[src/rtcat_consts.svh]
// Register offsets, field masks, reset values and timing counts of the
// alarm, trim and scratch block. Included by the trim and core modules and the bench.
`ifndef RTCAT_CONSTS_SVH
`define RTCAT_CONSTS_SVH

`define RTCAT_ADDR_TRIM 4'h7
`define RTCAT_ADDR_WMIN 4'h8
`define RTCAT_ADDR_WHOUR 4'h9
`define RTCAT_ADDR_WDAYS 4'hA
`define RTCAT_ADDR_DMIN 4'hB
`define RTCAT_ADDR_DHOUR 4'hC
`define RTCAT_ADDR_SCRATCH 4'hD

`define RTCAT_MIN_MASK 8'h7F
`define RTCAT_HOUR_MASK 8'h3F
`define RTCAT_DAYS_MASK 8'h7F
`define RTCAT_HOUR_D5 5
`define RTCAT_TRIM_SEL_BIT 7
`define RTCAT_TRIM_DIR_BIT 6

`define RTCAT_ALARM_RST 8'h00
`define RTCAT_TRIM_RST 8'h00
`define RTCAT_SCRATCH_RST 8'h00

`define RTCAT_SEC_00 8'h00
`define RTCAT_SEC_20 8'h20
`define RTCAT_SEC_40 8'h40

`define RTCAT_SEC_COUNT 32'h0000_8000
`define RTCAT_CLK_HZ 32'h0262_5A00
`define RTCAT_OSC_HZ 32'h0000_8000
`define RTCAT_OSC_DIV (`RTCAT_CLK_HZ / `RTCAT_OSC_HZ)

`endif

[src/rtcat_pkg.sv]
// Shared types of the alarm, trim and scratch block.
// Assumes nothing beyond a SystemVerilog compiler.
`default_nettype none
package rtcat_pkg;
    typedef logic [7:0] rtcat_byte_t;
    typedef logic [15:0] rtcat_count_t;
    typedef logic [5:0] rtcat_mag_t;
endpackage
`default_nettype wire

[src/rtcat_trim.sv]
// One-second divider with trim of the count at the adjustment seconds.
// Assumes osc_en is a one-cycle pulse at the oscillator rate and that
// sec_bcd is the live BCD seconds counter on the same clock.
`include "rtcat_consts.svh"
`default_nettype none
module rtcat_trim
    import rtcat_pkg::*;
#(
    parameter int unsigned SEC_COUNT = `RTCAT_SEC_COUNT
)(
    input wire logic core_clk,
    input wire logic nrst,
    input wire logic osc_en,
    input wire logic trim_interval_select,
    input wire logic trim_direction,
    input wire rtcat_mag_t trim_magnitude,
    input wire logic trim_wr,
    input wire rtcat_byte_t sec_bcd,
    output logic sec_tick,
    output rtcat_count_t period
);
    if (SEC_COUNT < 256 || SEC_COUNT > 65000)
    begin : g_count_check
        $error("SEC_COUNT out of range");
    end

    localparam rtcat_count_t BASE = rtcat_count_t'(SEC_COUNT);

    logic instant;
    logic apply;
    logic [7:0] add_amt;
    logic [7:0] sub_amt;
    rtcat_count_t period_d, period_q, cnt_d, cnt_q;
    logic skip_d, skip_q, tick_d, tick_q;

    ////////////////////////////////////////////////////////////////////////
    always_comb
    begin
        instant = (sec_bcd == `RTCAT_SEC_00) ||
            (!trim_interval_select && (sec_bcd == `RTCAT_SEC_20 ||
            sec_bcd == `RTCAT_SEC_40));
        // A write in the current second cancels this second's trim
        apply = instant && !skip_q && !trim_wr &&
            (trim_magnitude != 6'h00);
        add_amt = {1'b0, trim_magnitude - 6'h01, 1'b0};
        sub_amt = {({1'b0, ~trim_magnitude} + 7'h01), 1'b0};
        period_d = BASE;
        if (apply)
            period_d = trim_direction ? BASE - {8'h00, sub_amt}
                                      : BASE + {8'h00, add_amt};
        skip_d = trim_wr ? 1'b1 : (tick_q ? 1'b0 : skip_q);
        cnt_d = cnt_q;
        tick_d = 1'b0;
        if (osc_en)
        begin
            if (cnt_q >= period_q - 16'h0001)
            begin
                cnt_d = 16'h0000;
                tick_d = 1'b1;
            end
            else
                cnt_d = cnt_q + 16'h0001;
        end
    end

    always_ff @(posedge core_clk or negedge nrst)
    begin
        if (!nrst)
        begin
            period_q <= BASE;
            cnt_q <= 16'h0000;
            skip_q <= 1'b0;
            tick_q <= 1'b0;
        end
        else
        begin
            period_q <= period_d;
            cnt_q <= cnt_d;
            skip_q <= skip_d;
            tick_q <= tick_d;
        end
    end

    assign sec_tick = tick_q;
    assign period = period_q;
endmodule
`default_nettype wire

[src/rtcat_core.sv]
// Alarm comparators, trim register, scratch byte and one-second tick.
// Assumes a protocol engine on core_clk presents reg_addr, reg_wr and
// reg_wdata and takes reg_rdata, and that the live time counters are
// BCD values on the same clock; nrst marks power-up from zero volts.
//
// Summary of operation
// - Direction 0, select 0 adds (magnitude-1)*2 clocks at 00, 20, 40 s.
// - Magnitude one with direction 0 leaves the second at 32768 clocks.
// - Select 1 trims only second 00; negative 111110 gives 32764 clocks.
// - Trim alters only the second count, never the 32.768 kHz clock enable.
// - Bit 5 of the weekly alarm hour is the PM flag or the 20-hours bit.
// - Bit 5 of the daily alarm hour is the PM flag or the 20-hours bit.
// - 12-hour midnight is hour 12 and noon hour 32, compared as stored.
// - Each day-mask bit enables one weekday code 0 to 6 for the weekly match.
// - An all-zero day mask suppresses the weekly alarm entirely.
// - The scratch byte keeps any written value and resets to zero.
// - Interval select 0 trims at seconds 00, 20, 40; select 1 only at 00.
// - Direction 1 subtracts (~magnitude+1)*2; zero magnitude does nothing.
// - An adjustment second with a trim register write is not trimmed.
`include "rtcat_consts.svh"
`default_nettype none
module rtcat_core
    import rtcat_pkg::*;
#(
    parameter int unsigned OSC_DIV = `RTCAT_OSC_DIV,
    parameter int unsigned SEC_COUNT = `RTCAT_SEC_COUNT
)(
    input wire logic core_clk,
    input wire logic nrst,
    input wire logic [3:0] reg_addr,
    input wire logic reg_wr,
    input wire rtcat_byte_t reg_wdata,
    output rtcat_byte_t reg_rdata,
    input wire rtcat_byte_t cur_sec,
    input wire rtcat_byte_t cur_min,
    input wire rtcat_byte_t cur_hour,
    input wire logic [2:0] cur_wday,
    output logic clk32_en,
    output logic sec_tick,
    output logic alarm_w_hit,
    output logic alarm_d_hit
);
    if (OSC_DIV < 2 || OSC_DIV > 4096)
    begin : g_div_check
        $error("OSC_DIV out of range");
    end

    localparam logic [11:0] DIV_LAST = 12'(OSC_DIV - 1);

    ////////////////////////////////////////////////////////////////////////
    // Oscillator-rate enable, free running
    logic [11:0] div_d, div_q;
    logic en32_d, en32_q;

    always_comb
    begin
        en32_d = (div_q == DIV_LAST);
        div_d = en32_d ? 12'h000 : div_q + 12'h001;
    end

    always_ff @(posedge core_clk or negedge nrst)
    begin
        if (!nrst)
        begin
            div_q <= 12'h000;
            en32_q <= 1'b0;
        end
        else
        begin
            div_q <= div_d;
            en32_q <= en32_d;
        end
    end

    assign clk32_en = en32_q;

    ////////////////////////////////////////////////////////////////////////
    // Register file
    rtcat_byte_t trim_d, trim_q, wmin_d, wmin_q, whour_d, whour_q;
    rtcat_byte_t wdays_d, wdays_q, dmin_d, dmin_q, dhour_d, dhour_q;
    rtcat_byte_t scratch_d, scratch_q, rdata_d, rdata_q;
    logic trim_wr;

    always_comb
    begin
        trim_d = trim_q;
        wmin_d = wmin_q;
        whour_d = whour_q;
        wdays_d = wdays_q;
        dmin_d = dmin_q;
        dhour_d = dhour_q;
        scratch_d = scratch_q;
        trim_wr = 1'b0;
        if (reg_wr)
        begin
            unique case (reg_addr)
                `RTCAT_ADDR_TRIM:
                begin
                    trim_d = reg_wdata;
                    trim_wr = 1'b1;
                end
                `RTCAT_ADDR_WMIN: wmin_d = reg_wdata & `RTCAT_MIN_MASK;
                // Bit 5 kept verbatim: PM flag or 20-hours digit
                `RTCAT_ADDR_WHOUR:
                    whour_d = reg_wdata & `RTCAT_HOUR_MASK;
                `RTCAT_ADDR_WDAYS:
                    wdays_d = reg_wdata & `RTCAT_DAYS_MASK;
                `RTCAT_ADDR_DMIN: dmin_d = reg_wdata & `RTCAT_MIN_MASK;
                `RTCAT_ADDR_DHOUR:
                    dhour_d = reg_wdata & `RTCAT_HOUR_MASK;
                `RTCAT_ADDR_SCRATCH: scratch_d = reg_wdata;
                default: ;
            endcase
        end
        unique case (reg_addr)
            `RTCAT_ADDR_TRIM: rdata_d = trim_q;
            `RTCAT_ADDR_WMIN: rdata_d = wmin_q;
            `RTCAT_ADDR_WHOUR: rdata_d = whour_q;
            `RTCAT_ADDR_WDAYS: rdata_d = wdays_q;
            `RTCAT_ADDR_DMIN: rdata_d = dmin_q;
            `RTCAT_ADDR_DHOUR: rdata_d = dhour_q;
            `RTCAT_ADDR_SCRATCH: rdata_d = scratch_q;
            // Time and control registers live outside this block
            default: rdata_d = 8'h00;
        endcase
    end

    // Power-up reset values; the alarm bytes are undefined otherwise
    always_ff @(posedge core_clk or negedge nrst)
    begin
        if (!nrst)
        begin
            trim_q <= `RTCAT_TRIM_RST;
            wmin_q <= `RTCAT_ALARM_RST;
            whour_q <= `RTCAT_ALARM_RST;
            wdays_q <= `RTCAT_ALARM_RST;
            dmin_q <= `RTCAT_ALARM_RST;
            dhour_q <= `RTCAT_ALARM_RST;
            scratch_q <= `RTCAT_SCRATCH_RST;
            rdata_q <= 8'h00;
        end
        else
        begin
            trim_q <= trim_d;
            wmin_q <= wmin_d;
            whour_q <= whour_d;
            wdays_q <= wdays_d;
            dmin_q <= dmin_d;
            dhour_q <= dhour_d;
            scratch_q <= scratch_d;
            rdata_q <= rdata_d;
        end
    end

    assign reg_rdata = rdata_q;

    ////////////////////////////////////////////////////////////////////////
    // Trimmed one-second count
    rtcat_count_t sec_period;

    rtcat_trim #(
        .SEC_COUNT(SEC_COUNT)
    ) u_trim (
        .core_clk(core_clk),
        .nrst(nrst),
        .osc_en(en32_q),
        .trim_interval_select(trim_q[`RTCAT_TRIM_SEL_BIT]),
        .trim_direction(trim_q[`RTCAT_TRIM_DIR_BIT]),
        .trim_magnitude(trim_q[5:0]),
        .trim_wr(trim_wr),
        .sec_bcd(cur_sec),
        .sec_tick(sec_tick),
        .period(sec_period)
    );

    ////////////////////////////////////////////////////////////////////////
    // Alarm comparators. Hours compare raw, so the 12-hour codes 12 and
    // 32 match only when the counter uses the same mode; an invalid BCD
    // setting simply never matches.
    logic w_match, d_match;
    logic wm_d, wm_q, dm_d, dm_q, wh_d, wh_q, dh_d, dh_q;

    always_comb
    begin
        // Mask bit 7 is always zero, so code 7 can never match
        w_match = (cur_min == wmin_q) && (cur_hour == whour_q) &&
            wdays_q[cur_wday];
        d_match = (cur_min == dmin_q) && (cur_hour == dhour_q);
        wm_d = w_match;
        dm_d = d_match;
        wh_d = w_match && !wm_q;
        dh_d = d_match && !dm_q;
    end

    always_ff @(posedge core_clk or negedge nrst)
    begin
        if (!nrst)
        begin
            wm_q <= 1'b0;
            dm_q <= 1'b0;
            wh_q <= 1'b0;
            dh_q <= 1'b0;
        end
        else
        begin
            wm_q <= wm_d;
            dm_q <= dm_d;
            wh_q <= wh_d;
            dh_q <= dh_d;
        end
    end

    assign alarm_w_hit = wh_q;
    assign alarm_d_hit = dh_q;
endmodule
`default_nettype wire

[config.mk]
export PLATFORM = sky130hd
export DESIGN_NAME = rtcat_core
export DESIGN_NICKNAME = d
export VERILOG_FILES = /design/src/rtcat_pkg.sv /design/src/rtcat_trim.sv /design/src/rtcat_core.sv
export VERILOG_INCLUDE_DIRS = /design/src /design/src/src
export SDC_FILE = /design/constraint.sdc
export NUM_CORES = 1
export LEC_CHECK = 0
export BUFFER_PORTS_ARGS = -buffer_cell sky130_fd_sc_hd__buf_2
export CAP_MARGIN = 20
export CELL_PAD_IN_SITES_DETAIL_PLACEMENT = 1
export CELL_PAD_IN_SITES_GLOBAL_PLACEMENT = 1
export CORE_ASPECT_RATIO = 0.6
export CORE_MARGIN = 2
export CORE_UTILIZATION = 40
export CTS_CLUSTER_DIAMETER = 80
export CTS_CLUSTER_SIZE = 16
export DETAILED_ROUTE_END_ITERATION = 8
export HOLD_SLACK_MARGIN = 0.02
export PLACE_DENSITY_LB_ADDON = 0.1
export SYNTH_ARGS = -nofsm -noshare
export SYNTH_HDL_FRONTEND = slang
export SYNTH_SLANG_ARGS = --single-unit
export TNS_END_PERCENT = 100
[constraint.sdc]
create_clock -name core_clk -period 5.7 [get_ports core_clk]
set_input_delay 0.57 -clock core_clk [delete_from_list [all_inputs] [get_ports core_clk]]
set_output_delay 0.57 -clock core_clk [all_outputs]
set_load 0.01 [all_outputs]
==> impl_metrics.csv, run 1 <==
group,metric,value,unit
sta,max_freq,283.8,MHz
synth,synth_top_family_by_area,"simple AND/OR/NAND/NOR gates",
synth,synth_flop_cell,"dfrtp_1",
floorplan,die_h,94.73,um
worst_setup_path,cp-start-kind,"flop",
clocking,cts_made_buffers,9,
sta,tightestPinTransition,0.8064,ns
synth,yosysTopAreaCell,"dfrtp_1",
floorplan,start_util,40.52,%
global_route,grt_pass1_wl,22.56,mm
synth,synth_compound_area_share,7.068,%
worst_setup_path,critPathKind,"flop to flop",
route,drc,0,
synth,synth_area_leaders,"dfrtp_1 47%, mux2_2 10%, xor2_1 6.5%",
synth,synth_nets,556,
power_and_ir_drop,p_per_area,298.7,mW/mm^2
power_and_ir_drop,clockPowerShare,32.9,%
global_route,antenna_found_initial,0,
power_and_ir_drop,intPower,1.317,mW
synth,synth_mux_area_share,11.58,%
worst_setup_path,endpoint_kind,"flop",
place,portBuffers,53,
global_route,grt_pass1_vias,4008,
sta,slew_headroom,45.82,%
synth,synth_cell_type_count,56,
place,post_dp_cell_area,0.005923,mm^2
route,vias,4014,
power_and_ir_drop,combinationalPowerShare,17.1,%
power_and_ir_drop,seqPwrFrac,50.0,%
global_route,overflow,0,
worst_setup_path,crit_path_top_delay_cell,"a21boi_2",
place,pre_cts_slack,2.185,ns
power_and_ir_drop,cellLeakagePower,2.957,nW
worst_setup_path,required,5.91,ns
global_route,grt_max_degree,85,
sta,fin_ws,2.177,ns
global_route,track_usage,20.39,%
layout,antennaDiodeCount,0,
power_and_ir_drop,swShare,29.40,%
sta,whs,0.1034,ns
synth,synth-seq-cells,105,
clocking,cts_resized,0,
synth,yosys.area_share.adder,4.560,%
layout,final_area,0.006242,mm^2
synth,synth_cells,494,
place,place.gp.congestion,0.7944,
sta,drv_slew,0,
power_and_ir_drop,ir_drop,0.1696,mV
clocking,cts_tree,"yes",
sta,hold_violations,0,
synth,synthXorXnorAreaFrac,10.21,%
layout,layout-drive-gt1-share,25.18,%
synth,synth_edf_count,0,
worst_setup_path,crit_family,"simple AND/OR/NAND/NOR gates",
synth,synth_simple_gate_area_share,16.83,%
clocking,clk_latency,0.34,ns
power_and_ir_drop,p_switching,548.2,uW
route,drt_wl_total,14.30,mm
layout,nets,609,
flow_run,max_cap_violations,0,
status,status,"finished, final reports clean",
sta,rsz0062_at_grt,"false",
synth,synth-seq-area-share,47.90,%
clocking,cts_root_buffer,"clkbuf_16",
place,place.detailed.hpwl,10.80,mm
clocking,cts_max_path_buffers,2,
route,viasPerCell,5.521,
worst_setup_path,critical_path.max_fanout,14,
synth,async_flop_share,100.0,%
sta,final.period_utilization,61.81,%
sta,setup_violations,0,
worst_setup_path,cp_slowest_stage_delay,0.58,ns
clocking,cts-hold-fix-buffers,0,
route,drt-pass1-iter-count,5,
worst_setup_path,worst-path-buf-inv,0,
route,routedWlPerCell,19.66,um
synth,yosys_warnings,0,
clocking,cts-htree-levels,3,
hold_path,hp-class,"input port to asynchronous set/reset pin",
synth,syn-cell-area,0.005488,mm^2
synth,avgSynthCellArea,11.11,um^2
floorplan,die_area,0.01470,mm^2
sta,finalSetupTns,0,ns
route,initialDrtViolationCount,256,
clocking,clock_sinks,105,
route,postRouteAntennaNets,0,
synth,synth_top_area_share,47.42,%
floorplan,core.rowCount,33,
clocking,clk_pin_slew,0.07,ns
floorplan,io_pins,54,
layout,area_delta_synth_final,13.75,%
floorplan,coreArea,0.01354,mm^2
clocking,post_cts_buffers,0,
worst_setup_path,worstPathArrival,3.73,ns
worst_setup_path,crit_chain,"nor4_1, nand2_1, or4_1, nor3b_2, xnor2_1, ha_1, and4_1, and3_1, a31oi_1, a21boi_2, nor2_1",
floorplan,die_x,155.2,um
layout,fill_cells,1487,
sta,min_period,3.523,ns
layout,fin_util,46.09,%
sta,finalClockSkew,0.007598,ns
logic make-up after synthesis:
family / after synthesis
multiplexers: 56
AND/OR/NAND/NOR: 173
flip-flops: 105
buffers and inverters: 24
adder cells (fa/ha/maj): 20
AO/OA/AOI/OAI: 52
XOR/XNOR: 64
final cells by class:
cell class | instances | area [um^2] | area share, %
Sequential cell | 105 | 2629 | 42.11
Multi-Input combinational cell | 365 | 2758 | 44.18
Clock buffer | 11 | 252.7 | 4.049
Tap cell | 175 | 219.0 | 3.508
Clock inverter | 5 | 38.79 | 0.6214
Timing Repair Buffer | 56 | 307.8 | 4.931
Inverter | 10 | 37.54 | 0.6013
worst register-to-register path: cells and delay by family, from the launching register on:
| family | cells | cell delay [ns] |
|---|---|---|
| xor gates and xnor gates | 1 | 0.11 |
| DFF | 1 | 0.41 |
| AOI/OAI and AO/OA | 2 | 0.75 |
| adders and majority gates | 1 | 0.32 |
| and+or+nand+nor | 7 | 1.80 |
sequential cells by signal, summed over array words and instances, names as in the netlist:
name	count
u_trim.cnt_q	16
u_trim.period	13
div_q	12
reg_rdata	8
scratch_q	8
trim_q	8
dmin_q	7
wdays_q	7
wmin_q	7
dhour_q	6
whour_q	6
alarm_d_hit	1
alarm_w_hit	1
clk32_en	1
dm_q	1
u_trim.sec_tick	1
u_trim.skip_q	1
wm_q	1
routing by layer:
layer	wire length (um)	share of wire (%)	track usage [%]
met5	0	0	0
met4	88	0.62	3.823
met3	773	5.4	5.461
met2	5369	38	25.81
met1	8064	56	33.67
Yosys cell counts (3+ instances only):
| library cell | instances |
|---|---|
| mux2_2 | 50 |
| xnor2_1 | 23 |
| dfrtp_1 | 104 |
| and3_1 | 8 |
| nor2_1 | 46 |
| inv_1 | 10 |
| nor2b_1 | 7 |
| buf_2 | 5 |
| nand2_1 | 35 |
| nor3_1 | 13 |
| nand3_1 | 14 |
| and4_1 | 3 |
| nor4_1 | 12 |
| nor3b_2 | 3 |
| mux2i_1 | 5 |
| nand2b_1 | 3 |
| o21ai_0 | 8 |
| a21oi_1 | 14 |
| clkbuf_1 | 7 |
| a22o_1 | 6 |
| xor2_1 | 41 |
| ha_1 | 20 |
| nand4_1 | 9 |
| or3_1 | 4 |
| a222oi_1 | 10 |
power by group through the flow:
stage | Combinational [mW] | Sequential [mW] | Clock, mW
floorplan | 0.225 | 0.902 | 0
global placement | 0.302 | 0.938 | 0
detailed placement | 0.314 | 0.944 | 0
CTS | 0.316 | 0.930 | 0.630
global route | 0.351 | 0.946 | 0.664
finish | 0.319 | 0.933 | 0.613
cell usage in the layout (no fill, tap or decap), drive strengths merged, types with 3 or more instances in the layout:
cell and count:
a21oi 14, a222oi 10, a22o 6, and3 8, and4 3, buf 56, clkbuf 11, clkinvlp 3
dfrtp 104, ha 20, inv 11, mux2 50, mux2i 5, nand2 37, nand2b 3, nand3 14
nand4 10, nor2 46, nor2b 7, nor3 13, nor3b 4, nor4 13, o21ai 8, or3 4
xnor2 23, xor2 41
through the flow:
step | total power [mW] | std cells
global placement | 1.241 | 709
global route | 1.960 | 727
detailed placement | 1.258 | 710
floorplan | 1.128 | 494
finish | 1.865 | 727
CTS | 1.876 | 726
path summary, 6_finish.rpt:
check	start	end	slack [ns]	cells past startpoint
hold / removal	nrst	div_q[0]	0.10	1
setup reg to reg	u_trim.period[5]	u_trim.cnt_q[14]	2.18	11
hold reg to reg	wm_q	alarm_w_hit	0.40	1
min in group core_clk	wm_q	alarm_w_hit	0.40	1
max in group asynchronous	nrst	u_trim.period[15]	4.60	3
setup / recovery	u_trim.period[5]	u_trim.cnt_q[14]	2.18	11
(Power assumes the default switching activity.)
==> inputs of run 2 (changes only) <==
ABC_AREA = 1   (was default)
clock period = 3.6 ns   (was 5.7 ns; I/O delays follow)
==> run 2 against run 1 <==
  * Sequential share of layout area shrank 2.4 points
  * Synthesized cell count rose by 51%
  * Non-clock buffer count stayed put
  * Critical path type unchanged
  * Clock power rose by 71%
  * Register-to-register slack worse by 1.6 ns
  * Clock-buffer cell count shrank 2
  * Largest power group unchanged
  * Cell count grew 38%
==> impl_metrics.csv, run 2 <==
group,metric,value,unit
worst_setup_path,crit_path_top_delay_cell,"nand2_1",
place,portBuffers,53,
layout,nets,862,
worst_setup_path,crit_chain,"inv_1, ha_1, nand2_1, nor2_1, nand4_1, xnor2_1, inv_1, ha_1, a21oi_1, o21ai_0, nor2_1, nand2_1, o21ai_0",
floorplan,coreArea,0.01438,mm^2
worst_setup_path,rr_startpoint,"u_trim.period[1]",
floorplan,core.rowCount,34,
layout,fill_cells,1852,
floorplan,die_x,159.8,um
worst_setup_path,critical_path.max_fanout,16,
power_and_ir_drop,ir_drop,0.2339,mV
clocking,cts_root_buffer,"clkbuf_16",
layout,top_register,"u_trim.cnt_q",
layout,largest_reg_flops,16,
power_and_ir_drop,p_per_area,449.3,mW/mm^2
worst_setup_path,endpoint_kind,"flop",
place,post_dp_cell_area,0.006304,mm^2
clocking,clk_latency,0.35,ns
sta,finalSetupTns,0,ns
clocking,cts_tree,"yes",
route,vias,5090,
global_route,track_usage,23.15,%
route,initialDrtViolationCount,241,
synth,synth_common_cells,"193 x nand2_1, 104 x dfrtp_1, 87 x inv_1",
layout,fin_util,45.99,%
place,placed_cells,987,
global_route,grt_pass1_wl,28.17,mm
place,place.gp.congestion,0.8454,
worst_setup_path,worstRegToRegCells,13,
layout,multi_input_area,0.002773,mm^2
synth,synth_nets,807,
sta,setup_violations,0,
worst_setup_path,cp_slowest_stage_delay,0.40,ns
power_and_ir_drop,p_total,2.971,mW
route,drc,0,
clocking,cts_resized,0,
clocking,cts-htree-levels,3,
worst_setup_path,r2r_slack,0.61,ns
sta,drv_slew,0,
synth,syn-cell-area,0.005826,mm^2
worst_setup_path,required,3.85,ns
layout,final_cell_mix,"193 x nand2_1, 104 x dfrtp_1, 87 x inv_1, 70 x nor2_1, 52 x buf_2",
worst_setup_path,cp-start-kind,"flop",
sta,slew_headroom,44.90,%
sta,rsz0062_at_grt,"false",
sta,tightestPinTransition,0.8265,ns
worst_setup_path,worstPathArrival,3.24,ns
clocking,cts_made_buffers,9,
synth,synth_edf_count,0,
global_route,grt_max_degree,63,
synth,async_flop_share,100.0,%
route,viasPerCell,5.075,
synth,synth-seq-area-share,45.12,%
sta,hold_violations,0,
floorplan,die_area,0.01558,mm^2
clocking,cts_max_path_buffers,2,
synth,synth_cell_type_count,38,
layout,layout-drive-gt1-share,13.17,%
floorplan,start_util,40.52,%
layout,area_delta_synth_final,13.51,%
clocking,clk_pin_slew,0.08,ns
sta,max_freq,334.8,MHz
floorplan,die_h,97.48,um
sta,finalClockSkew,0.007543,ns
synth,synth_area_leaders,"dfrtp_1 45%, nand2_1 12%, inv_1 5.6%",
floorplan,io_pins,54,
route,drt-pass1-iter-count,4,
synth,synth_cells,745,
worst_setup_path,critPathKind,"flop to flop",
layout,seqCellArea,0.002629,mm^2
synth,synth_flop_cell,"dfrtp_1",
worst_setup_path,r2r-end,"u_trim.cnt_q[1]",
clocking,post_cts_buffers,0,
sta,final.period_utilization,82.97,%
layout,final_area,0.006613,mm^2
global_route,antenna_found_initial,0,
place,pre_cts_slack,0.6101,ns
route,postRouteAntennaNets,0,
global_route,overflow,0,
sta,min_period,2.987,ns
hold_path,hp-class,"input port to asynchronous set/reset pin",
route,routedWlPerCell,17.15,um
route,drt_wl_total,17.20,mm
global_route,grt_pass1_vias,5288,
layout,layout.cells.non_filler,1003,
sta,fin_ws,0.6130,ns
synth,synth_top_area_share,44.67,%
clocking,cts-hold-fix-buffers,0,
place,place.detailed.hpwl,13.36,mm
layout,final_common_cell,"nand2_1",
synth,avgSynthCellArea,7.820,um^2
clocking,clock_sinks,105,
synth,yosysTopAreaCell,"dfrtp_1",
synth,yosys_warnings,0,
synth,synth.most_common_cell,"nand2_1",
power_and_ir_drop,cellLeakagePower,3.462,nW
status,status,"finished, final reports clean",
synth,synth-seq-cells,105,
flow_run,max_cap_violations,0,
sta,whs,0.09582,ns
layout,antennaDiodeCount,0,
[run 2: changes by cell type in the layout (fill, tap and decap cells not counted), moves of 12 or more]
cell     delta
o21ai_1    +36
mux2_2     -50
o21ai_0    +21
nand3_1    +27
inv_1      +77
xor2_1     -12
nand2_1   +158
nor2_1     +24
a21oi_1    +25
[run 2: worst max-delay path by stage]
stage	end	slack (ns)	cells past startpoint	from
floorplan	u_trim.cnt_q[10]	1.22	14	u_trim.period[1]
detailed placement	u_trim.cnt_q[1]	0.61	13	u_trim.period[1]
CTS	u_trim.cnt_q[1]	0.58	13	u_trim.period[1]
global placement	u_trim.cnt_q[0]	0.79	13	u_trim.period[1]
finish	u_trim.cnt_q[1]	0.61	13	u_trim.period[1]
global route	u_trim.cnt_q[1]	0.28	13	u_trim.period[1]
[run 2: per-layer routing]
layer	track usage [%]	vias up	wire, um
li1	-	2479	-
met1	37.24	2481	8974
met2	31.07	118	6717
met3	5.463	12	1368
met4	4.435	0	141
met5	0	-	0
[run 2: cell type report]
| type | count | area share, % |
|---|---|---|
| Multi-Input combinational cell | 531 | 41.93 |
| Sequential cell | 105 | 39.75 |
| Inverter | 97 | 5.506 |
| Timing Repair Buffer | 56 | 4.390 |
| Tap cell | 198 | 3.746 |
| Clock buffer | 9 | 3.406 |
| Clock inverter | 7 | 1.268 |
[run 2: critical path, delay by kind of cell, from the launching register on]
family / cells / cell delay [ns]
and+or+nand+nor: 5 / 1.11
AOI/OAI and AO/OA: 3 / 0.56
adders and majority gates: 2 / 0.51
DFF: 1 / 0.39
buffers and inverters: 2 / 0.16
xor gates and xnor gates: 1 / 0.16
[run 2: kinds of logic after synthesis]
| logic type | Yosys count | synth area share, % |
|---|---|---|
| flip-flops | 105 | 45.12 |
| adder cells (fa/ha/maj) | 20 | 4.296 |
| AO/OA/AOI/OAI | 117 | 10.50 |
| AND/OR/NAND/NOR | 351 | 26.20 |
| buffers and inverters | 109 | 7.281 |
| XOR/XNOR | 43 | 6.594 |
[run 2: power breakdown]
part | total, mW | switching (mW) | internal (mW)
combinational | 0.492 | 0.311 | 0.181
clock | 1.05 | 0.492 | 0.556
sequential | 1.43 | 0.132 | 1.30
==> inputs of run 3 (changes only) <==
clock period = 2.55 ns   (was 3.6 ns; I/O delays follow)
==> run 3 against run 2 <==
  * Cell count is 0.60% higher
  * Worst setup slack worse by 0.50 ns
  * Die area stayed put
  * Critical path depth is 2 higher
  * Clock skew is 0.0057 ns higher
  * Maximum frequency is 23% higher
  * First-iteration DRC count is 19% higher
  * Largest cell class unchanged
  * Highest routed layer unchanged
==> impl_metrics.csv, run 3 (same netlist as run 2, synthesis figures left out) <==
group,metric,value,unit
sta,max_freq,410.9,MHz
worst_setup_path,required,2.83,ns
layout,final_cell_mix,"190 x nand2_1, 104 x dfrtp_1, 86 x inv_1, 66 x nor2_1, 52 x buf_2",
worst_setup_path,worstRegToRegCells,15,
global_route,grt_pass1_wl,28.15,mm
worst_setup_path,crit_family,"simple AND/OR/NAND/NOR gates",
place,portBuffers,53,
worst_setup_path,crit_path_start,"u_trim.period[1]",
flow_run,max_cap_violations,0,
worst_setup_path,critPathKind,"flop to flop",
global_route,antenna_found_initial,0,
worst_setup_path,crit_chain,"inv_2, ha_4, nand2_1, buf_4, nor3_2, xor2_1, inv_1, ha_1, a21o_1, nor2_1, nand2_1, nand2_1, nand2_2, buf_4, a21oi_1",
sta,min_period,2.434,ns
route,drc,0,
status,status,"finished, final reports clean",
clocking,clock_sinks,105,
floorplan,coreArea,0.01438,mm^2
worst_setup_path,rr_startpoint,"u_trim.period[1]",
place,place.detailed.hpwl,13.50,mm
global_route,overflow,0,
route,viasPerCell,5.076,
global_route,grt_pass1_vias,5188,
route,postRouteAntennaNets,0,
worst_setup_path,endpoint_kind,"flop",
floorplan,start_util,40.52,%
route,route.met3.wl,902,um
clocking,cts_made_buffers,9,
power_and_ir_drop,p_total,4.085,mW
floorplan,io_pins,54,
route,dr.max_layer_used,"met4",
clocking,cts_root_buffer,"clkbuf_16",
sta,final.period_utilization,95.45,%
sta,whs,0.1511,ns
global_route,track_usage,23.39,%
power_and_ir_drop,p_per_area,605.3,mW/mm^2
floorplan,die_area,0.01558,mm^2
clocking,clk_latency,0.35,ns
layout,fin_util,46.94,%
floorplan,die_h,97.48,um
clocking,cts_tree,"yes",
sta,tightestPinTransition,0.5502,ns
power_and_ir_drop,ir_drop,0.2857,mV
place,place.gp.congestion,0.8367,
worst_setup_path,r2r-end,"u_trim.cnt_q[15]",
route,drt_wl_total,17.25,mm
clocking,cts_max_path_buffers,2,
worst_setup_path,worstPathArrival,2.71,ns
place,post_dp_cell_area,0.006346,mm^2
route,vias,5122,
place,pre_cts_slack,-0.04933,ns
global_route,grt_max_degree,51,
route,routedWlPerCell,17.09,um
layout,layout-drive-gt1-share,15.66,%
sta,finalClockSkew,0.01325,ns
route,drt-pass1-iter-count,4,
route,met2_length,6.611,mm
place,placed_cells,991,
layout,largest_reg_flops,16,
layout,final_common_cell,"nand2_1",
hold_path,hp-class,"input port to flop",
layout,fill_cells,1815,
sta,slew_headroom,63.32,%
sta,drv_slew,0,
worst_setup_path,critical_path.max_fanout,6,
layout,area_delta_synth_final,15.85,%
worst_setup_path,cp-start-kind,"flop",
layout,nets,868,
route,initialDrtViolationCount,287,
layout,layout.cells.non_filler,1009,
worst_setup_path,crit_path_top_delay_cell,"dfrtp_1",
sta,setup_violations,0,
sta,fin_ws,0.1161,ns
clocking,cts-htree-levels,3,
worst_setup_path,cp_slowest_stage_delay,0.39,ns
power_and_ir_drop,cellLeakagePower,3.490,nW
layout,final_area,0.006749,mm^2
route,met1_length,9.623,mm
clocking,clk_pin_slew,0.08,ns
worst_setup_path,cp_common_cell,"nand2_1",
worst_setup_path,worst-path-buf-inv,4,
layout,top_register,"u_trim.cnt_q",
worst_setup_path,crit_path_end,"u_trim.cnt_q[15]",
worst_setup_path,crit_cells,15,
sta,hold_violations,0,
floorplan,core.rowCount,34,
worst_setup_path,r2r_slack,0.12,ns
sta,finalSetupTns,0,ns
floorplan,die_x,159.8,um
layout,antennaDiodeCount,0,
-- run 3: cell count changes in the layout (fill, tap and decap cells not counted), sizes merged --
cell         change
buf              +5
clkinvlp         +1
inv              -3
clkinv           +1
dlygate4sd3      +1
bufinv           -1
clkbuf           +2
-- run 3: repair_timing --
action | CTS | global route
buffers inserted | 0 | 1
pin swaps | 0 | 5
gates cloned | 0 | 0
endpoints found under the hold margin | 36 | 0
resized for setup | 3 | 17
hold buffers | 1 | 0
setup endpoints to repair | 10 | 17
-- run 3: worst min path at each step --
stage,to,cells after the start,startpoint,slack [ns]
after floorplan,alarm_d_hit,0,nrst,-0.04
after global placement,dhour_q[2],1,nrst,0.27
after detailed placement,dhour_q[2],1,nrst,0.27
after CTS,scratch_q[7],3,reg_wdata[7],0.15
after global routing,scratch_q[7],3,reg_wdata[7],0.16
final,scratch_q[7],3,reg_wdata[7],0.15
-- run 3: area by class of cell --
cell class                      count  area (um^2)  area share, %
Sequential cell                   105         2629          38.95
Timing Repair Buffer               62        354.1          5.247
Multi-Input combinational cell    531         2861          42.40
Inverter                           97        364.1          5.395
Clock inverter                      5        50.05         0.7416
Clock buffer                       11        242.7          3.597
Tap cell                          198        247.7          3.671
-- run 3: layer usage --
layer	up-vias	global-route usage, %
met4	0	4.227
li1	2487	-
met3	9	5.164
met5	-	0
met1	2525	38.16
met2	101	31.10
-- run 3: worst register-to-register path, delay by kind of cell (launching register included) --
kind	cells	cell delay, ns
flip-flops	1	0.39
buffers and inverters	4	0.51
AND/OR/NAND/NOR	6	0.54
adder cells (fa/ha/maj)	2	0.45
XOR/XNOR	1	0.17
AO/OA/AOI/OAI	2	0.31
-- run 3: where the power goes --
group	switching (mW)	internal, mW
logic	0.439	0.258
clock network	0.661	0.706
registers	0.186	1.84
